===== src/aasd_consts.svh =====
// Offsets, field positions, reset values and timing counts for the strap decoder.
// Assumes it is included by bare name into each file that needs it.
`ifndef AASD_CONSTS_SVH
`define AASD_CONSTS_SVH

`define AASD_OFS_NODE_ADDR 8'h00
`define AASD_OFS_STATUS    8'h04
`define AASD_OFS_CTRL      8'h08
`define AASD_OFS_IRQ_STS   8'h0c
`define AASD_OFS_IRQ_CLR   8'h10
`define AASD_OFS_IRQ_EN    8'h14

`define AASD_CTRL_INIT_DONE 0
`define AASD_CTRL_SW_FAULT  1
`define AASD_CTRL_RESET     2'h0
`define AASD_IRQ_EN_RESET   3'h0

`define AASD_IRQ_FAULT 0
`define AASD_IRQ_STO   1
`define AASD_IRQ_READY 2

`define AASD_ADDR_DEFAULT  9'h0ff
`define AASD_VENDOR_OFFSET 9'h080

`define AASD_THR_1 8'h29
`define AASD_THR_2 8'h6d
`define AASD_THR_3 8'h9b
`define AASD_THR_4 8'hbc
`define AASD_THR_5 8'hd4
`define AASD_THR_6 8'he9
`define AASD_THR_7 8'hf9

`define AASD_CLK_HZ          25000000
`define AASD_BLINK_PERIOD_MS 1000
`define AASD_BLINK_HALF_CYC  ((`AASD_CLK_HZ / 1000) * `AASD_BLINK_PERIOD_MS / 2)

`define AASD_RESP_OKAY   2'h0
`define AASD_RESP_SLVERR 2'h2

`endif


===== src/aasd_pkg.sv =====
// Types shared by the strap decoder modules.
// Assumes nothing beyond a SystemVerilog compiler.
package aasd_pkg;
	typedef enum logic [1:0] {
		ST_CAPTURE,
		ST_INIT,
		ST_READY,
		ST_LSS_IDLE
	} aasd_state_type;

	typedef logic [2:0] aasd_strap_type;

	typedef enum logic [2:0] {
		SEL_NODE_ADDR,
		SEL_STATUS,
		SEL_CTRL,
		SEL_IRQ_STS,
		SEL_IRQ_CLR,
		SEL_IRQ_EN,
		SEL_NONE
	} aasd_sel_type;
endpackage


===== src/aasd_strap_level.sv =====
// Turns one sampled strap level into a value from 0 to 7.
// Assumes the level is an 8-bit converter code where full scale is the 3.3 V rail.
`include "aasd_consts.svh"

module aasd_strap_level (
	input  wire logic [7:0]              level,
	output      aasd_pkg::aasd_strap_type value
);
	wire logic [6:0] above;

	// Seven ascending thresholds split the rail into eight bands.
	assign above[0] = (level >= `AASD_THR_1);
	assign above[1] = (level >= `AASD_THR_2);
	assign above[2] = (level >= `AASD_THR_3);
	assign above[3] = (level >= `AASD_THR_4);
	assign above[4] = (level >= `AASD_THR_5);
	assign above[5] = (level >= `AASD_THR_6);
	assign above[6] = (level >= `AASD_THR_7);

	assign value = 3'(above[0]) + 3'(above[1]) + 3'(above[2]) + 3'(above[3])
		+ 3'(above[4]) + 3'(above[5]) + 3'(above[6]);
endmodule


===== src/aasd_blink.sv =====
// Half-period divider that drives the flashing phase of the ready indicator.
// Assumes a single clock and a synchronous active-high reset.
module aasd_blink #(
	parameter int HALF_CYCLES = 12500000
) (
	input  wire logic core_clk,
	input  wire logic srst,
	input  wire logic run,
	output      logic phase_q
);
	logic [23:0] cnt_q;
	wire  logic  wrap;

	assign wrap = (cnt_q == 24'(HALF_CYCLES - 1));

	// Equal on and off halves; the phase restarts lit each time flashing begins.
	always_ff @(posedge core_clk) begin
		if (srst || !run) begin
			cnt_q   <= 24'h000000;
			phase_q <= 1'b1;
		end else if (wrap) begin
			cnt_q   <= 24'h000000;
			phase_q <= !phase_q;
		end else begin
			cnt_q <= cnt_q + 24'h000001;
		end
	end
endmodule


===== src/aasd_top.sv =====
// Strap address decoder with indicator drive, torque-off gating and an AXI4-Lite slave.
// Assumes strap levels are converter codes synchronous to core_clk and stable at reset release.
// What this block does
// - Pack low, middle strap values into bits 0-2, 3-5 and the low two bits of the high strap into bits 6-7.
// - Address bit 8 always reads as zero whatever the high strap decodes.
// - Bit 7 set selects vendor CAN mode, clear selects CANopen mode.
// - Outside the default case the usable address never exceeds 127.
// - Vendor mode address is 64*(high mod 4) minus 128 plus 8*mid plus low.
// - CANopen address is 64*(high mod 4) plus 8*mid plus low.
// - All straps at zero report address 255 in CANopen mode.
// - Default case enters LSS inactive and flashes green with one-second period.
// - Red fault indicator lights whenever an error condition is present.
// - Green ready indicator lights once initialization after power-on completes.
// - Green ready indicator goes dark as soon as an error occurs.
// - PWM outputs run only while both safe-torque-off inputs are energized.
`include "aasd_consts.svh"

module aasd_top #(
	parameter int BLINK_HALF_CYCLES = `AASD_BLINK_HALF_CYC
) (
	input  wire logic        core_clk,
	input  wire logic        srst,
	input  wire logic [7:0]  addr_strap_low,
	input  wire logic [7:0]  addr_strap_mid,
	input  wire logic [7:0]  addr_strap_high,
	input  wire logic        safe_off_in_a_pos,
	input  wire logic        safe_off_in_a_neg,
	input  wire logic        safe_off_in_b_pos,
	input  wire logic        safe_off_in_b_neg,
	input  wire logic        drive_fault,
	input  wire logic [2:0]  pwm_in,
	output      logic [2:0]  pwm_out_q,
	output      logic        ready_indicator_q,
	output      logic        fault_indicator_q,
	output      logic        vendor_can_mode_q,
	output      logic        lss_inactive_q,
	output      logic        irq_q,
	input  wire logic [7:0]  s_axi_awaddr,
	input  wire logic        s_axi_awvalid,
	output      logic        s_axi_awready,
	input  wire logic [31:0] s_axi_wdata,
	input  wire logic [3:0]  s_axi_wstrb,
	input  wire logic        s_axi_wvalid,
	output      logic        s_axi_wready,
	output      logic [1:0]  s_axi_bresp,
	output      logic        s_axi_bvalid,
	input  wire logic        s_axi_bready,
	input  wire logic [7:0]  s_axi_araddr,
	input  wire logic        s_axi_arvalid,
	output      logic        s_axi_arready,
	output      logic [31:0] s_axi_rdata,
	output      logic [1:0]  s_axi_rresp,
	output      logic        s_axi_rvalid,
	input  wire logic        s_axi_rready
);
	function automatic aasd_pkg::aasd_sel_type reg_sel(input logic [7:0] addr);
		unique case (addr)
			`AASD_OFS_NODE_ADDR: reg_sel = aasd_pkg::SEL_NODE_ADDR;
			`AASD_OFS_STATUS:    reg_sel = aasd_pkg::SEL_STATUS;
			`AASD_OFS_CTRL:      reg_sel = aasd_pkg::SEL_CTRL;
			`AASD_OFS_IRQ_STS:   reg_sel = aasd_pkg::SEL_IRQ_STS;
			`AASD_OFS_IRQ_CLR:   reg_sel = aasd_pkg::SEL_IRQ_CLR;
			`AASD_OFS_IRQ_EN:    reg_sel = aasd_pkg::SEL_IRQ_EN;
			default:             reg_sel = aasd_pkg::SEL_NONE;
		endcase
	endfunction

	aasd_pkg::aasd_state_type state_q;
	aasd_pkg::aasd_state_type state_d;
	aasd_pkg::aasd_strap_type low_val;
	aasd_pkg::aasd_strap_type mid_val;
	aasd_pkg::aasd_strap_type high_val;

	logic [8:0] raw_q;
	logic [8:0] node_address_q;
	logic       unstrapped_q;
	logic [1:0] ctrl_q;
	logic [2:0] irq_sts_q;
	logic [2:0] irq_en_q;
	logic       error_q;
	logic       sto_ok_q;
	logic [7:0] aw_addr_q;
	logic [31:0] w_data_q;
	logic [3:0] w_strb_q;

	wire logic [8:0] raw_addr;
	wire logic       all_zero;
	wire logic [8:0] calc_addr;
	wire logic       error_now;
	wire logic       sto_a_on;
	wire logic       sto_b_on;
	wire logic       sto_both;
	wire logic       blink_phase;
	wire logic       ready_d;
	wire logic       do_write;
	wire logic       lane0;
	wire logic [2:0] irq_event;
	wire logic [2:0] irq_clear;
	wire logic [2:0] irq_sts_d;
	wire logic [31:0] status_word;
	wire logic [31:0] read_word;
	wire logic        read_ok;
	wire aasd_pkg::aasd_sel_type wsel;
	wire aasd_pkg::aasd_sel_type rsel;

	aasd_strap_level u_low (
		.level (addr_strap_low),
		.value (low_val)
	);
	aasd_strap_level u_mid (
		.level (addr_strap_mid),
		.value (mid_val)
	);
	aasd_strap_level u_high (
		.level (addr_strap_high),
		.value (high_val)
	);

	aasd_blink #(
		.HALF_CYCLES (BLINK_HALF_CYCLES)
	) u_blink (
		.core_clk (core_clk),
		.srst     (srst),
		.run      (state_q == aasd_pkg::ST_LSS_IDLE),
		.phase_q  (blink_phase)
	);

	// The top strap bit is dropped on purpose, so bit 7 is the mode select.
	assign raw_addr = {1'b0, high_val[1:0], mid_val, low_val};
	assign all_zero = (low_val == 3'h0) && (mid_val == 3'h0) && (high_val == 3'h0);
	// With bit 8 forced low, subtracting 128 in vendor mode leaves bits 0 to 6 only.
	assign calc_addr = all_zero ? `AASD_ADDR_DEFAULT :
		raw_addr[7] ? (raw_addr - `AASD_VENDOR_OFFSET) :
		raw_addr;

	assign sto_a_on  = safe_off_in_a_pos && !safe_off_in_a_neg;
	assign sto_b_on  = safe_off_in_b_pos && !safe_off_in_b_neg;
	assign sto_both  = sto_a_on && sto_b_on;
	assign error_now = drive_fault || ctrl_q[`AASD_CTRL_SW_FAULT];

	always_comb begin
		state_d = state_q;
		unique case (state_q)
			aasd_pkg::ST_CAPTURE: begin
				state_d = all_zero ? aasd_pkg::ST_LSS_IDLE : aasd_pkg::ST_INIT;
			end
			aasd_pkg::ST_INIT: begin
				if (ctrl_q[`AASD_CTRL_INIT_DONE]) begin
					state_d = aasd_pkg::ST_READY;
				end
			end
			aasd_pkg::ST_READY: begin
				state_d = aasd_pkg::ST_READY;
			end
			aasd_pkg::ST_LSS_IDLE: begin
				state_d = aasd_pkg::ST_LSS_IDLE;
			end
		endcase
	end

	// An error wins over both the steady and the flashing green.
	assign ready_d = !error_now && ((state_q == aasd_pkg::ST_READY) ||
		((state_q == aasd_pkg::ST_LSS_IDLE) && blink_phase));

	// Straps are read only in the first cycle after reset, so later drift is ignored.
	always_ff @(posedge core_clk) begin
		if (srst) begin
			state_q        <= aasd_pkg::ST_CAPTURE;
			raw_q          <= 9'h000;
			node_address_q <= 9'h000;
			unstrapped_q   <= 1'b0;
			vendor_can_mode_q <= 1'b0;
			lss_inactive_q <= 1'b0;
		end else begin
			state_q <= state_d;
			if (state_q == aasd_pkg::ST_CAPTURE) begin
				raw_q          <= raw_addr;
				node_address_q <= calc_addr;
				unstrapped_q   <= all_zero;
				vendor_can_mode_q <= raw_addr[7] && !all_zero;
				lss_inactive_q <= all_zero;
			end
		end
	end

	always_ff @(posedge core_clk) begin
		if (srst) begin
			ready_indicator_q <= 1'b0;
			fault_indicator_q <= 1'b0;
			error_q           <= 1'b0;
			sto_ok_q          <= 1'b0;
			pwm_out_q         <= 3'h0;
		end else begin
			ready_indicator_q <= ready_d;
			fault_indicator_q <= error_now;
			error_q           <= error_now;
			sto_ok_q          <= sto_both;
			pwm_out_q         <= sto_both ? pwm_in : 3'h0;
		end
	end

	assign irq_event[`AASD_IRQ_FAULT] = error_now && !error_q;
	assign irq_event[`AASD_IRQ_STO]   = sto_ok_q && !sto_both;
	assign irq_event[`AASD_IRQ_READY] = ready_d && !ready_indicator_q && (state_q == aasd_pkg::ST_READY);

	assign wsel      = reg_sel(aw_addr_q);
	assign rsel      = reg_sel(s_axi_araddr);
	assign do_write  = !s_axi_awready && !s_axi_wready && !s_axi_bvalid;
	assign lane0     = w_strb_q[0];
	assign irq_clear = (do_write && lane0 && (wsel == aasd_pkg::SEL_IRQ_CLR)) ? w_data_q[2:0] : 3'h0;
	// A new event in the clearing cycle survives the clear.
	assign irq_sts_d = (irq_sts_q & ~irq_clear) | irq_event;

	assign status_word = {24'h000000, |pwm_out_q, sto_b_on, sto_a_on, fault_indicator_q,
		ready_indicator_q, lss_inactive_q, unstrapped_q, vendor_can_mode_q};
	assign read_ok = (rsel != aasd_pkg::SEL_NONE) && (rsel != aasd_pkg::SEL_IRQ_CLR);
	assign read_word =
		(rsel == aasd_pkg::SEL_NODE_ADDR) ? {23'h000000, node_address_q} :
		(rsel == aasd_pkg::SEL_STATUS)    ? status_word :
		(rsel == aasd_pkg::SEL_CTRL)      ? {30'h00000000, ctrl_q} :
		(rsel == aasd_pkg::SEL_IRQ_STS)   ? {29'h00000000, irq_sts_q} :
		(rsel == aasd_pkg::SEL_IRQ_EN)    ? {29'h00000000, irq_en_q} :
		32'h00000000;

	always_ff @(posedge core_clk) begin
		if (srst) begin
			irq_sts_q <= 3'h0;
			irq_en_q  <= `AASD_IRQ_EN_RESET;
			ctrl_q    <= `AASD_CTRL_RESET;
			irq_q     <= 1'b0;
		end else begin
			irq_sts_q <= irq_sts_d;
			irq_q     <= |(irq_sts_d & irq_en_q);
			if (do_write && lane0 && (wsel == aasd_pkg::SEL_IRQ_EN)) begin
				irq_en_q <= w_data_q[2:0];
			end
			if (do_write && lane0 && (wsel == aasd_pkg::SEL_CTRL)) begin
				ctrl_q <= w_data_q[1:0];
			end
		end
	end

	// Address and data are parked separately, so they may arrive in either order.
	always_ff @(posedge core_clk) begin
		if (srst) begin
			s_axi_awready <= 1'b1;
			s_axi_wready  <= 1'b1;
			s_axi_bvalid  <= 1'b0;
			s_axi_bresp   <= `AASD_RESP_OKAY;
			aw_addr_q     <= 8'h00;
			w_data_q      <= 32'h00000000;
			w_strb_q      <= 4'h0;
		end else begin
			if (s_axi_awvalid && s_axi_awready) begin
				s_axi_awready <= 1'b0;
				aw_addr_q     <= s_axi_awaddr;
			end
			if (s_axi_wvalid && s_axi_wready) begin
				s_axi_wready <= 1'b0;
				w_data_q     <= s_axi_wdata;
				w_strb_q     <= s_axi_wstrb;
			end
			if (do_write) begin
				s_axi_bvalid <= 1'b1;
				s_axi_bresp  <= ((wsel == aasd_pkg::SEL_CTRL) || (wsel == aasd_pkg::SEL_IRQ_CLR) ||
					(wsel == aasd_pkg::SEL_IRQ_EN)) ? `AASD_RESP_OKAY : `AASD_RESP_SLVERR;
			end
			if (s_axi_bvalid && s_axi_bready) begin
				s_axi_bvalid  <= 1'b0;
				s_axi_awready <= 1'b1;
				s_axi_wready  <= 1'b1;
			end
		end
	end

	always_ff @(posedge core_clk) begin
		if (srst) begin
			s_axi_arready <= 1'b1;
			s_axi_rvalid  <= 1'b0;
			s_axi_rdata   <= 32'h00000000;
			s_axi_rresp   <= `AASD_RESP_OKAY;
		end else if (s_axi_arvalid && s_axi_arready) begin
			s_axi_arready <= 1'b0;
			s_axi_rvalid  <= 1'b1;
			s_axi_rdata   <= read_word;
			s_axi_rresp   <= read_ok ? `AASD_RESP_OKAY : `AASD_RESP_SLVERR;
		end else if (s_axi_rvalid && s_axi_rready) begin
			s_axi_rvalid  <= 1'b0;
			s_axi_arready <= 1'b1;
		end
	end
endmodule


===== config.mk =====
export PLATFORM = sky130hd
export DESIGN_NAME = aasd_top
export DESIGN_NICKNAME = d
export VERILOG_FILES = /design/src/aasd_pkg.sv /design/src/aasd_strap_level.sv /design/src/aasd_blink.sv /design/src/aasd_top.sv
export VERILOG_INCLUDE_DIRS = /design/src
export SDC_FILE = /design/constraint.sdc
export NUM_CORES = 1
export LEC_CHECK = 0
export BUFFER_PORTS_ARGS = -buffer_cell sky130_fd_sc_hd__buf_2
export CAP_MARGIN = 20
export CORE_ASPECT_RATIO = 1.5
export CORE_MARGIN = 1.5
export CORE_UTILIZATION = 55
export DETAILED_ROUTE_END_ITERATION = 8
export HOLD_SLACK_MARGIN = 0.02
export PLACE_DENSITY = 0.92
export SKIP_LAST_GASP = 1
export SLEW_MARGIN = 20
export SYNTH_ARGS = -nofsm -noshare
export SYNTH_HDL_FRONTEND = slang
export SYNTH_SLANG_ARGS = --single-unit

===== constraint.sdc =====
create_clock -name core_clk -period 6.1 [get_ports core_clk]
set_input_delay 0.305 -clock core_clk [delete_from_list [all_inputs] [get_ports core_clk]]
set_output_delay 0.305 -clock core_clk [all_outputs]
set_load 0.05 [all_outputs]

==> summary.md, run 1 <==
| Metric | Value |
|---|---|
| Seq/Total Area, Yosys | between 30% and 40% |
| Row count | 39 |
| Async set-reset flop share out of synthesis | 0% |
| Mapped Area | 4390 sq um |
| Top Family by Delay on Critical Path | adder cells |
| Placed Area | 4750 sq um |
| Detailed placement HPWL | 7140 microns |
| Synthesized flop and latch total | 78 |
| Fin. Hold Viols | 0 |
| Final Cycle Share | 65.1% |
| Wire length on met1 | 3710 microns |
| Crit Path Max Fanout | 5 |
| Pre-CTS WS | 1.81 ns |
| Worst-Margin Slew | 0.885 ns |
| Crit path buf inv count | 3 |
| Worst-path clk slew | 0.06 ns |
| Top Layer Used | met4 |
| Nets | 710 |
| Internal power | just under 1 mW |
| Hold_buf cts | 0 |
| Initial Util | 57.3% |
| Slew headroom | 41.0% |
| Met2 Wirelength | 5090 microns |
| Final setup viols | 0 |
| Clk sinks | slightly below 80 |
| Leakage power | just over 2 nW |
| Max Buffers Root-to-Sink | 2 |
| Total core area | 7660 sq um |
| Num ports | 140 |
| P&R area growth vs syn | 14.1% |
| CTS root buffer | clkbuf_16 |
| Clk pwr share | 33.3% |
| Max_cap viols | 0 |
| Port Buffers | 81 |
| Initial antenna violation count | 0 |
| Tmin final | 3.97 ns |
| Crit path largest cell delay | 0.56 ns |
| Detail Route Antenna Nets | 0 |
| Fraction of layout cells with a size suffix above 1 | 18.2% |
| Final GP Congestion | about 0.81 |
| Die W | 76.0 microns |
| RSZ-0062 raised after global routing | no |
| Met3 Routed Length | 459 microns |
| CTS tree | done |
| Cells after Synth | 524 |
| Congestion Overflow GR | 0 |
| Crit-path cells | buf_2 -> o31a_1 -> o21ai_0 -> nand2_1 -> ha_1 -> inv_1 -> fa_1 -> fa_1 -> inv_1 -> ha_1 -> fa_1 -> nor4_1 -> nand2_1 -> o31ai_1 -> o21a_1 |
| Reg power frac | between 40 and 50% |
| Pwr Density | 286 nW/um^2 |
| Vias in the first global route | 3,816 |
| Design Area, Final | 5010 sq um |
| All-layer global routing usage | a little under a quarter |
| Critical-path top delay cell | o31ai_1 |
| Residual DRC | 0 |
| Die area | around 8500 sq um |
| Core Util, Final | 65.4% |
| Worst EP arrival | 4.26 ns |
| Synth Warn # | 0 |
| Post-synth EDFFs | 0 |
| Most numerous cell on the critical path | fa_1 |
| Distinct cells, synth | 60 |
| Comb pwr share | 25.2% |
| Final worst slack | around 2.1 ns |
| CP required | roughly 6.4 ns |
| VDD IR max | 0.000172 V |
| Vias | 4,011 |
| Power Total | 1.43 mW |
| Post-CTS setup buffers | 0 |
| Final wirelength | 9630 microns |
| Most used DFF post-synth | dfxtp_1 |
| Largest net degree at the start of global routing | 52 |
| Average vias per placed instance | approximately 5.7 |
| Fmax | 252 MHz |
| Iteration-0 DRC Markers | roughly 220 |
| Worst min-delay path class | in -> reg |
| Quantity of gates resized following cts | 0 |
| Switch Pwr | approximately 0.47 mW |
| Clock buffer count from CTS | 9 |
| Critical path class | in -> reg |
| N_diodes | 0 |
| Net Sw Frac | 32.9% |
| Clk_skew | 0.00559 ns |
| Worst-skew pair later-pin latency | 0.34 ns |
| DR pass1 iterations | 4 |
| Syn Area/Cell | 8.38 sq um |
| Fin Setup TNS | 0 ns |
| Final Max Slew Viols | 0 |
| Setup crit end kind | register |
| Worst Setup Start Kind | primary input |
| Global-route wire length before repair | 16,000 microns |
| WL per Instance | 13.7 microns |
| Outcome | finished, final reports clean |
| CTS H-tree depth | 3 |
| Die Ht | around 110 microns |
## cell type report
class | count | area [sq um]
clock buffers | 10 | 239
clock inverters | 4 | 25.0
fillers | 616 | 2650
inverters | 24 | 90.1
multi-input cells | 401 | 2560
flip-flops and latches | 78 | 1560
well taps | 102 | 128
repair buffers | 82 | 413
## worst paths after layout
| check | from | end | slack (ns) | cells past startpoint |
|---|---|---|---|---|
| max | addr_strap_mid[2] | node_address_q[0]$_SDFFE_PP0N_ | 2.13 | 15 |
| min | pwm_in[1] | pwm_out_q[1]$_SDFF_PP0_ | 0.17 | 2 |
| max reg2reg | u_blink.cnt_q[0]$_SDFF_PP0_ | u_blink.cnt_q[20]$_SDFF_PP0_ | 3.98 | 5 |
| min reg2reg | sto_ok_q$_SDFF_PP0_ | irq_sts_q[1]$_SDFF_PP0_ | 0.46 | 2 |
## power groups by stage
stage / Sequential [mW] / Clock, mW / Combinational, mW
after floorplan: 0.629 / 0 / 0.248
after global placement: 0.601 / 0 / 0.339
after detailed placement: 0.604 / 0 / 0.355
after CTS: 0.594 / 0.482 / 0.361
after global routing: 0.601 / 0.505 / 0.398
final: 0.595 / 0.477 / 0.361
## cell usage in the layout (no fill, tap or decap), types with 6 or more instances in the layout
master,count
inv_1,24
ha_1,14
and2_1,6
or4_1,7
nand2_1,41
o21ai_0,19
nand2b_1,8
conb_1,26
clkbuf_16,9
nand3_1,24
o31ai_1,10
buf_2,81
o21a_1,9
nand3b_1,8
a211oi_1,6
and4_1,7
or3_1,9
fa_1,9
xnor2_1,9
dfxtp_1,78
nor3_1,7
nor2_1,56
nand4_1,6
a21oi_1,42
## cells by family (layout without fill, tap and decap cells)
family,after synthesis,after routing,share of synthesized area (%)
AO/OA/AOI/OAI,122,122,18.1
adder cells (fa/ha/maj),23,23,8.09
AND/OR/NAND/NOR,209,209,25.3
other,1,26,0.0854
buffers and inverters,70,120,8.37
flip-flops,78,78,35.5
multiplexers,7,7,1.65
XOR/XNOR,14,14,2.79
## synth_stat cells, types with 8 or more instances
library cell	instances	share of area (%)
nor2_1	56	4.8
ha_1	14	4.0
buf_4	26	4.4
nand2b_1	8	1.1
fa_1	9	4.1
a21oi_1	42	4.8
xnor2_1	9	1.8
o21ai_0	19	2.2
o31ai_1	10	1.7
nand2_1	41	3.5
nand3_1	24	2.7
or3_1	9	1.3
clkbuf_1	18	1.5
o21a_1	9	1.5
inv_1	24	2.1
nand3b_1	8	1.4
dfxtp_1	78	36
## stage by stage
| step | cells | hold slack (ns) |
|---|---|---|
| floorplan | 549 | 0.384 |
| finish | 701 | 0.171 |
| global route | 701 | 0.165 |
| CTS | 701 | 0.165 |
| detailed placement | 687 | 0.446 |
| global placement | 687 | 0.439 |
## flip-flops by register name, indices dropped and copies added, names as in the netlist, 2 cells and up
| signal | cells |
|---|---|
| pwm_out_q | 3 |
| state_q | 2 |
| irq_sts_q | 3 |
| u_blink.cnt_q | 24 |
| s_axi_rdata | 8 |
| aw_addr_q | 8 |
| irq_en_q | 3 |
| node_address_q | 7 |
| ctrl_q | 2 |
| w_data_q | 3 |
## routing by layer
metal,up-vias,GRT usage [%]
li1,1969,-
met1,1890,23.3
met2,122,41.9
met3,30,6.75
met4,0,14.0
met5,-,0
Power figures use the tool's default switching activity.
==> run 2, diff against run 1 <==
--- a/config.mk
+++ b/config.mk
@@ -6,14 +6,15 @@
 export SDC_FILE = /design/constraint.sdc
 export NUM_CORES = 1
 export LEC_CHECK = 0
+export ABC_AREA = 1
 export BUFFER_PORTS_ARGS = -buffer_cell sky130_fd_sc_hd__buf_2
 export CAP_MARGIN = 20
 export CORE_ASPECT_RATIO = 1.5
 export CORE_MARGIN = 1.5
-export CORE_UTILIZATION = 55
+export CORE_UTILIZATION = 47
 export DETAILED_ROUTE_END_ITERATION = 8
 export HOLD_SLACK_MARGIN = 0.02
-export PLACE_DENSITY = 0.92
+export PLACE_DENSITY = 0.84
 export SKIP_LAST_GASP = 1
 export SLEW_MARGIN = 20
 export SYNTH_ARGS = -nofsm -noshare
==> constraint.sdc (replaced) <==
create_clock -name core_clk -period 3.2 [get_ports core_clk]
set_input_delay 0.16 -clock core_clk [delete_from_list [all_inputs] [get_ports core_clk]]
set_output_delay 0.16 -clock core_clk [all_outputs]
set_load 0.05 [all_outputs]
==> run 2 against run 1 <==
  * The run now ends with setup timing left
  * Combinational power up 100%
  * Critical path depth is 4 higher
  * Power is 100% higher
  * Design area increased by 11%
  * Utilization is 7.2 points lower
  * Critical path type unchanged
  * Highest routed layer unchanged
==> summary.md, run 2 <==
| Metric | Value |
|---|---|
| Outcome | finished with violations (was finished, final reports clean) |
| Failing checks | setup timing |
| Mapped Area | 4590 sq um (was 4390 sq um) |
| DR pass1 iterations | 4 (unchanged) |
| Syn Area/Cell | 6.89 sq um (was 8.38 sq um) |
| Worst min-delay path class | in -> reg (unchanged) |
| WL per Instance | 12.0 microns (was 13.7 microns) |
| Total core area | 9580 sq um (was 7660 sq um) |
| Reg2Reg Depth | 8 (was 5) |
| P&R area growth vs syn | 21.6% (was 14.1%) |
| Worst-path clk slew | 0.06 ns (about the same) |
| Clk_skew | 0.00590 ns (was 0.00559 ns) |
| Crit-path cells | buf_6 -> or2_4 -> o21ai_2 -> o21ai_1 -> inv_1 -> nand2_1 -> ha_1 -> inv_2 -> fa_1 -> inv_2 -> fa_1 -> ha_2 -> fa_1 -> nor2_1 -> o21ai_1 -> a21oi_1 -> nand3_2 -> buf_4 -> a21oi_1 (was buf_2 -> o31a_1 -> o21ai_0 -> nand2_1 -> ha_1 -> inv_1 -> fa_1 -> fa_1 -> inv_1 -> ha_1 -> fa_1 -> nor4_1 -> nand2_1 -> o31ai_1 -> o21a_1) |
| Synthesized flop and latch total | 78 (unchanged) |
| Tmin final | 3.25 ns |
| Row count | 44 (was 39) |
| Global-route wire length before repair | 17,600 microns (was 16,000 microns) |
| Clock buffer count from CTS | 9 (unchanged) |
| Worst-skew pair later-pin latency | 0.34 ns (about the same) |
| Detail Route Antenna Nets | 0 (unchanged) |
| Average vias per placed instance | 5.04 (was 5.72) |
| Critical-path top delay cell | fa_1 (was o31ai_1) |
| Biggest register | u_blink.cnt_q (unchanged) |
| Max_cap viols | 0 (unchanged) |
| Final Max Slew Viols | 0 (unchanged) |
| All-layer global routing usage | 21.1% (was 23.1%) |
| Final setup viols | 8 (was 0) |
| Congestion Overflow GR | 0 (unchanged) |
| Num ports | 140 (unchanged) |
| Initial Util | 47.9% (was 57.3%) |
| Distinct cells, synth | 39 (was 60) |
| CTS H-tree depth | 3 (unchanged) |
| Most common cell in the synthesized netlist | nand2_1 (was dfxtp_1) |
| Synth Warn # | 0 (unchanged) |
| Largest net degree at the start of global routing | 33 (was 52) |
| Vias | 4,517 (was 4,011) |
| Cell accounting for the most synthesized area | dfxtp_1 (unchanged) |
| Crit path largest cell delay | 0.48 ns (was 0.56 ns) |
| Async set-reset flop share out of synthesis | 0% (unchanged) |
| Detailed placement HPWL | 8300 microns (was 7140 microns) |
| Worst Setup SP | addr_strap_low[1] (was addr_strap_mid[2]) |
| Crit Path Max Fanout | 3 (was 5) |
| Die W | 83.7 microns (was 76.0 microns) |
| Most numerous cell on the critical path | fa_1 (unchanged) |
| Critical path endpoint | unstrapped_q$_SDFFE_PP0N_ (was node_address_q[0]$_SDFFE_PP0N_) |
| Seq/Total Area, Yosys | 34.0% (was 35.5%) |
| Fin. Hold Viols | 0 (unchanged) |
| Leakage power | 2.63 nW (was 2.04 nW) |
| Largest regs | u_blink.cnt_q (24), aw_addr_q (8), s_axi_rdata (8) (unchanged) |
| Vias in the first global route | 4,181 (was 3,816) |
| CTS tree | done (unchanged) |
| Slew headroom | 42.0% (was 41.0%) |
| Die Ht | 124 microns (was 112 microns) |
| Synth top area cells | dfxtp_1, nand2_1, inv_1 (was dfxtp_1, a21oi_1, nor2_1) |
| Top cells by count, synth | nand2_1, inv_1, nor2_1, dfxtp_1, o21ai_0 (was dfxtp_1, nor2_1, a21oi_1, nand2_1, buf_4) |
| CTS root buffer | clkbuf_16 (unchanged) |
| Worst-Margin Slew | 0.868 ns (was 0.885 ns) |
| Final GP Congestion | 1.00 (was 0.813) |
| Nets | 891 (was 710) |
| Design Area, Final | 5580 sq um (was 5010 sq um) |
| Setup crit end kind | register (unchanged) |
| Port Buffers | 81 (unchanged) |
| Fmax | between 300 and 400 MHz |
| Commonest cells after routing, fill and taps aside | nand2_1, inv_1, nor2_1, buf_2, dfxtp_1 (was buf_2, dfxtp_1, nor2_1, a21oi_1, nand2_1) |
| Iteration-0 DRC Markers | 170 (was 215) |
| Max Buffers Root-to-Sink | 2 (unchanged) |
| Synth top area share | 34.0% (was 35.5%) |
| FF-to-FF End | u_blink.cnt_q[17]$_SDFF_PP0_ (was u_blink.cnt_q[20]$_SDFF_PP0_) |
| Worst Setup Start Kind | primary input (unchanged) |
| Final worst slack | -0.0469 ns (was 2.13 ns) |
| Cells after Synth | 666 (was 524) |
| CP required | 3.47 ns (was 6.38 ns) |
| FF-to-FF setup slack | 1.20 ns (was 3.98 ns) |
| Residual DRC | 0 (unchanged) |
| Pwr Density | 525 nW/um^2 (was 286 nW/um^2) |
| RSZ-0062 raised after global routing | yes (was no) |
| Most used DFF post-synth | dfxtp_1 (unchanged) |
| FF-to-FF Start | u_blink.cnt_q[0]$_SDFF_PP0_ (unchanged) |
| Clk sinks | 78 (unchanged) |
| VDD IR max | 0.000297 V (was 0.000172 V) |
| Worst EP arrival | 3.52 ns (was 4.26 ns) |
| Placed Area | 5190 sq um (was 4750 sq um) |
| Commonest non-fill, non-tap cell in the layout | nand2_1 (was buf_2) |
| Initial antenna violation count | 0 (unchanged) |
| Fraction of layout cells with a size suffix above 1 | 19.2% (was 18.2%) |
| Max reg flops | 24 (unchanged) |
| Final wirelength | 10,800 microns (was 9630 microns) |
| N_diodes | 0 (unchanged) |
| Core Util, Final | 58.2% (was 65.4%) |
| Final Cycle Share | 101% |
| Die area | 10,400 sq um (was 8540 sq um) |
| Post-synth EDFFs | 0 (unchanged) |
| Critical path class | in -> reg (unchanged) |
## run 2: cells by family after synthesis
group	Yosys count	share of synthesized area [%]
compound gates	102	12.2
xor+xnor	8	1.53
fa+ha+maj	23	7.74
buf+inv	142	14.1
flops	78	34.0
other cells	1	0.0817
simple gates	312	30.3
## run 2: how the worst min path moves through the flow
stage,startpoint,to,slack [ns],cells after the start
2_1_floorplan,drive_fault,ready_indicator_q$_SDFF_PP0_,0.24,1
3_3_place_gp,drive_fault,ready_indicator_q$_SDFF_PP0_,0.35,2
3_5_place_dp,drive_fault,ready_indicator_q$_SDFF_PP0_,0.35,2
4_1_cts,pwm_in[2],pwm_out_q[2]$_SDFF_PP0_,0.03,3
5_1_grt,pwm_in[0],pwm_out_q[0]$_SDFF_PP0_,0.05,3
6_report,pwm_in[0],pwm_out_q[0]$_SDFF_PP0_,0.03,3
## run 2: cell type report
type / instances / area (sq um)
fillers: 912 / 4000
flip-flops and latches: 78 / 1560
well taps: 115 / 144
multi-input cells: 471 / 2520
repair buffers: 111 / 644
clock inverters: 4 / 55.1
clock buffers: 12 / 256
inverters: 106 / 398
## run 2: repair_timing
item,in CTS,in global routing
resized for setup,2,6
pin swaps,10,5
hold buffers,3,0
buffers inserted,0,2
hold endpoints to repair,3,0
setup endpoints to repair,8,9
## run 2: metrics by stage
| step | setup WS, ns | cells | total power, mW | TNS [ns] | hold WS (ns) |
|---|---|---|---|---|---|
| floorplan | -0.130 | 691 | 1.71 | -0.861 | 0.239 |
| global placement | -0.368 | 876 | 1.86 | -3.14 | 0.349 |
| detailed placement | -0.462 | 876 | 1.87 | -3.90 | 0.354 |
| CTS | -0.0563 | 895 | 2.92 | -0.353 | 0.0266 |
| global route | -0.219 | 897 | 3.08 | -1.79 | 0.0494 |
| finish | -0.0469 | 897 | 2.93 | -0.221 | 0.0329 |
## run 2: power by group
part / switching [mW] / internal [mW] / total [mW]
clock network: 0.397 / 0.649 / 1.05
logic: 0.489 / 0.249 / 0.738
registers: 0.0734 / 1.07 / 1.14
total: 0.959 / 1.97 / 2.93
## run 2: metal layers
layer	share of wire, %	track usage (%)
met1	37	20.8
met2	54	41.3
met3	5.1	3.98
met4	3.8	11.5
met5	0	0
## run 2: critical path: cells and delay by family
family | cells | cell delay [ns]
buf+inv | 5 | 0.38
fa+ha+maj | 5 | 1.87
compound gates | 5 | 0.52
simple gates | 4 | 0.55
==> run 3, diff against run 2 <==
--- a/config.mk
+++ b/config.mk
@@ -9,12 +9,12 @@
 export ABC_AREA = 1
 export BUFFER_PORTS_ARGS = -buffer_cell sky130_fd_sc_hd__buf_2
 export CAP_MARGIN = 20
-export CORE_ASPECT_RATIO = 1.5
+export CORE_ASPECT_RATIO = 1.75
 export CORE_MARGIN = 1.5
-export CORE_UTILIZATION = 47
+export CORE_UTILIZATION = 35
 export DETAILED_ROUTE_END_ITERATION = 8
 export HOLD_SLACK_MARGIN = 0.02
-export PLACE_DENSITY = 0.84
+export PLACE_DENSITY = 0.67
 export SKIP_LAST_GASP = 1
 export SLEW_MARGIN = 20
 export SYNTH_ARGS = -nofsm -noshare
==> run 3 against run 2 <==
  * The flow still finishes with violations (setup timing)
  * Sequential share of layout area is 0.60 points lower
  * Register-to-register slack better by 0.08 ns
  * Worst setup slack improved by 0.039 ns
  * Flip-flop and latch count unchanged
  * Maximum frequency up 1.2%
  * Largest cell class unchanged
==> summary.md, run 3 (synthesis gave the netlist of run 2 again) <==
| Metric | Value |
|---|---|
| Die Ht | 154 microns (was 124 microns) |
| Design Area, Final | 5700 sq um (was 5580 sq um) |
| Detailed placement HPWL | 8930 microns (was 8300 microns) |
| CTS root buffer | clkbuf_16 (unchanged) |
| Congestion Overflow GR | 0 (unchanged) |
| Crit-path cells | buf_6 -> or2_4 -> o21ai_2 -> o21ai_1 -> inv_1 -> nand2_1 -> ha_1 -> inv_2 -> fa_1 -> inv_2 -> fa_1 -> ha_2 -> fa_1 -> nor2_1 -> o21ai_1 -> a21oi_2 -> nand3_2 -> nand2_4 -> o21ai_1 -> inv_1 (was buf_6 -> or2_4 -> o21ai_2 -> o21ai_1 -> inv_1 -> nand2_1 -> ha_1 -> inv_2 -> fa_1 -> inv_2 -> fa_1 -> ha_2 -> fa_1 -> nor2_1 -> o21ai_1 -> a21oi_1 -> nand3_2 -> buf_4 -> a21oi_1) |
| Worst EP arrival | 3.50 ns (was 3.52 ns) |
| Worst Setup SP | addr_strap_low[1] (unchanged) |
| Global-route wire length before repair | 18,300 microns (was 17,600 microns) |
| Total core area | 12,900 sq um (was 9580 sq um) |
| Final GP Congestion | 0.965 (was 1.00) |
| DR pass1 iterations | 4 (unchanged) |
| Crit path buf inv count | 5 (unchanged) |
| Leakage power | 2.64 nW (was 2.63 nW) |
| Fillers | 1,411 (was 912) |
| Crit Path Max Fanout | 7 (was 3) |
| Register area | 1560 sq um (unchanged) |
| Placed Area | 5270 sq um (was 5190 sq um) |
| Detail Route Antenna Nets | 0 (unchanged) |
| Failing checks | setup timing (unchanged) |
| Max_cap viols | 0 (unchanged) |
| Min-delay src | pwm_in[0] (unchanged) |
| Fraction of layout cells with a size suffix above 1 | 20.8% (was 19.2%) |
| Worst-Margin Slew | 0.879 ns (was 0.868 ns) |
| Crit path largest cell delay | 0.48 ns (about the same) |
| Critical Path Stages | 20 (was 19) |
| Largest net degree at the start of global routing | 33 (unchanged) |
| Critical path class | in -> reg (unchanged) |
| Max reg flops | 24 (unchanged) |
| Initial Util | 35.7% (was 47.9%) |
| Critical-path top delay cell | fa_1 (unchanged) |
| Core Util, Final | 44.3% (was 58.2%) |
| Residual DRC | 0 (unchanged) |
| Port Buffers | 81 (unchanged) |
| Area of the multi-input gates | 2570 sq um (was 2520 sq um) |
| Commonest cells after routing, fill and taps aside | nand2_1, inv_1, nor2_1, buf_2, dfxtp_1 (unchanged) |
| Clk_skew | 0.00909 ns (was 0.00590 ns) |
| Reg2Reg Depth | 8 (unchanged) |
| Worst Setup Start Kind | primary input (unchanged) |
| VDD IR max | 0.000213 V (was 0.000297 V) |
| Average vias per placed instance | 4.61 (was 5.04) |
| Iteration-0 DRC Markers | 120 (was 170) |
| Final Cycle Share | 100% (was 101%) |
| RSZ-0062 raised after global routing | yes (unchanged) |
| Final setup viols | 3 (was 8) |
| CTS tree | done (unchanged) |
| Setup crit end kind | register (unchanged) |
| FF-to-FF Start | u_blink.cnt_q[0]$_SDFF_PP0_ (unchanged) |
| Worst hold stages | 3 (unchanged) |
| Max Buffers Root-to-Sink | 2 (unchanged) |
| Fmax | 312 MHz (was 308 MHz) |
| Worst-skew pair later-pin latency | 0.35 ns (was 0.34 ns) |
| Slew headroom | 41.4% (was 42.0%) |
| Fin Setup TNS | -0.0131 ns (was -0.221 ns) |
| Die W | 89.6 microns (was 83.7 microns) |
| Fin. Hold Viols | 0 (unchanged) |
| Worst min-delay path class | in -> reg (unchanged) |
| CP required | 3.49 ns (was 3.47 ns) |
| N_diodes | 0 (unchanged) |
| Tmin final | 3.21 ns (was 3.25 ns) |
| Clock buffer count from CTS | 9 (unchanged) |
| Final Max Slew Viols | 0 (unchanged) |
| Final wirelength | 11,200 microns (was 10,800 microns) |
| Clk sinks | 78 (unchanged) |
| Outcome | finished with violations (unchanged) |
| Top Family by Delay on Critical Path | adder cells (unchanged) |
| All-layer global routing usage | 16.9% (was 21.1%) |
| Biggest register | u_blink.cnt_q (unchanged) |
| Die area | 13,800 sq um (was 10,400 sq um) |
| Initial antenna violation count | 0 (unchanged) |
| Num ports | 140 (unchanged) |
| Vias in the first global route | 4,328 (was 4,181) |
| Pwr Density | 515 nW/um^2 (was 525 nW/um^2) |
| CTS H-tree depth | 3 (unchanged) |
| Row count | 55 (was 44) |
| Vias | 4,398 (was 4,517) |
| WL per Instance | 11.7 microns (was 12.0 microns) |
| Largest regs | u_blink.cnt_q (24), aw_addr_q (8), s_axi_rdata (8) (unchanged) |
| Final worst slack | -0.00766 ns (was -0.0469 ns) |
| Nets | 893 (was 891) |
| P&R area growth vs syn | 24.2% (was 21.6%) |
| Worst-path clk slew | 0.07 ns (was 0.06 ns) |
| Pre-CTS WS | -0.454 ns (was -0.462 ns) |
| Commonest non-fill, non-tap cell in the layout | nand2_1 (unchanged) |
run 3: cell types whose count changed in the layout (fill, tap and decap cells not counted), sizes merged:
cell,change
buf,+1
bufinv,-1
clkbuf,-3
clkinv,-1
clkinvlp,-1
dlygate4sd3,+1
inv,+6
run 3: layout make-up:
type	instances	share of cell area, %
clock buffer	9	3.95
clock inverter	7	1.10
inverter	106	6.98
multi-input combinational	471	45.1
sequential	78	27.4
tap	171	3.75
timing repair buffer	113	11.7
run 3: repair_timing:
item	4_1_cts	5_1_grt
buffers inserted	1	0
setup endpoints to repair	7	9
hold endpoints to repair	4	0
pin swaps	9	11
cloned	0	0
resized for setup	3	19
hold buffers	4	0
run 3: per-layer routing:
layer	global-route usage [%]	part of all wire (%)	routed length [microns]	up-vias
met5	0	0	0	-
met4	8.06	3.5	395	0
met3	4.00	4.2	465	28
met2	32.1	56	6270	104
met1	16.1	36	4070	1957
li1	-	-	-	2309
run 3: worst paths after layout:
| path | end | slack (ns) |
|---|---|---|
| max | node_address_q[1]$_SDFFE_PP0N_ | -0.008 |
| min | pwm_out_q[0]$_SDFF_PP0_ | 0.03 |
| max reg2reg | u_blink.cnt_q[6]$_SDFF_PP0_ | 1.28 |
| min reg2reg | w_strb_q[0]$_SDFFE_PP0P_ | 0.46 |
run 3: power by group:
part / leakage [nW] / switching (mW) / internal [mW]
logic: 1.86 / 0.514 / 0.272
clock network: 0.145 / 0.466 / 0.547
registers: 0.637 / 0.0693 / 1.07
total: 2.64 / 1.05 / 1.89
run 3: stage by stage:
stage / instances / total power, mW / hold WS, ns
floorplan: 691 / 1.71 / 0.239
global placement: 934 / 1.88 / 0.343
detailed placement: 934 / 1.89 / 0.356
CTS: 955 / 2.91 / 0.0201
global route: 955 / 3.11 / 0.0254
finish: 955 / 2.94 / 0.0276
run 3: worst register-to-register path, stage by stage (launching register included):
cell and delay (ns):
dfxtp_1 0.42, ha_1 0.31, nand2_2 0.12, nor2_4 0.20, inv_2 0.08, nor2_2 0.11, nand4_2 0.17, nand2_4 0.29
nor3_1 0.09
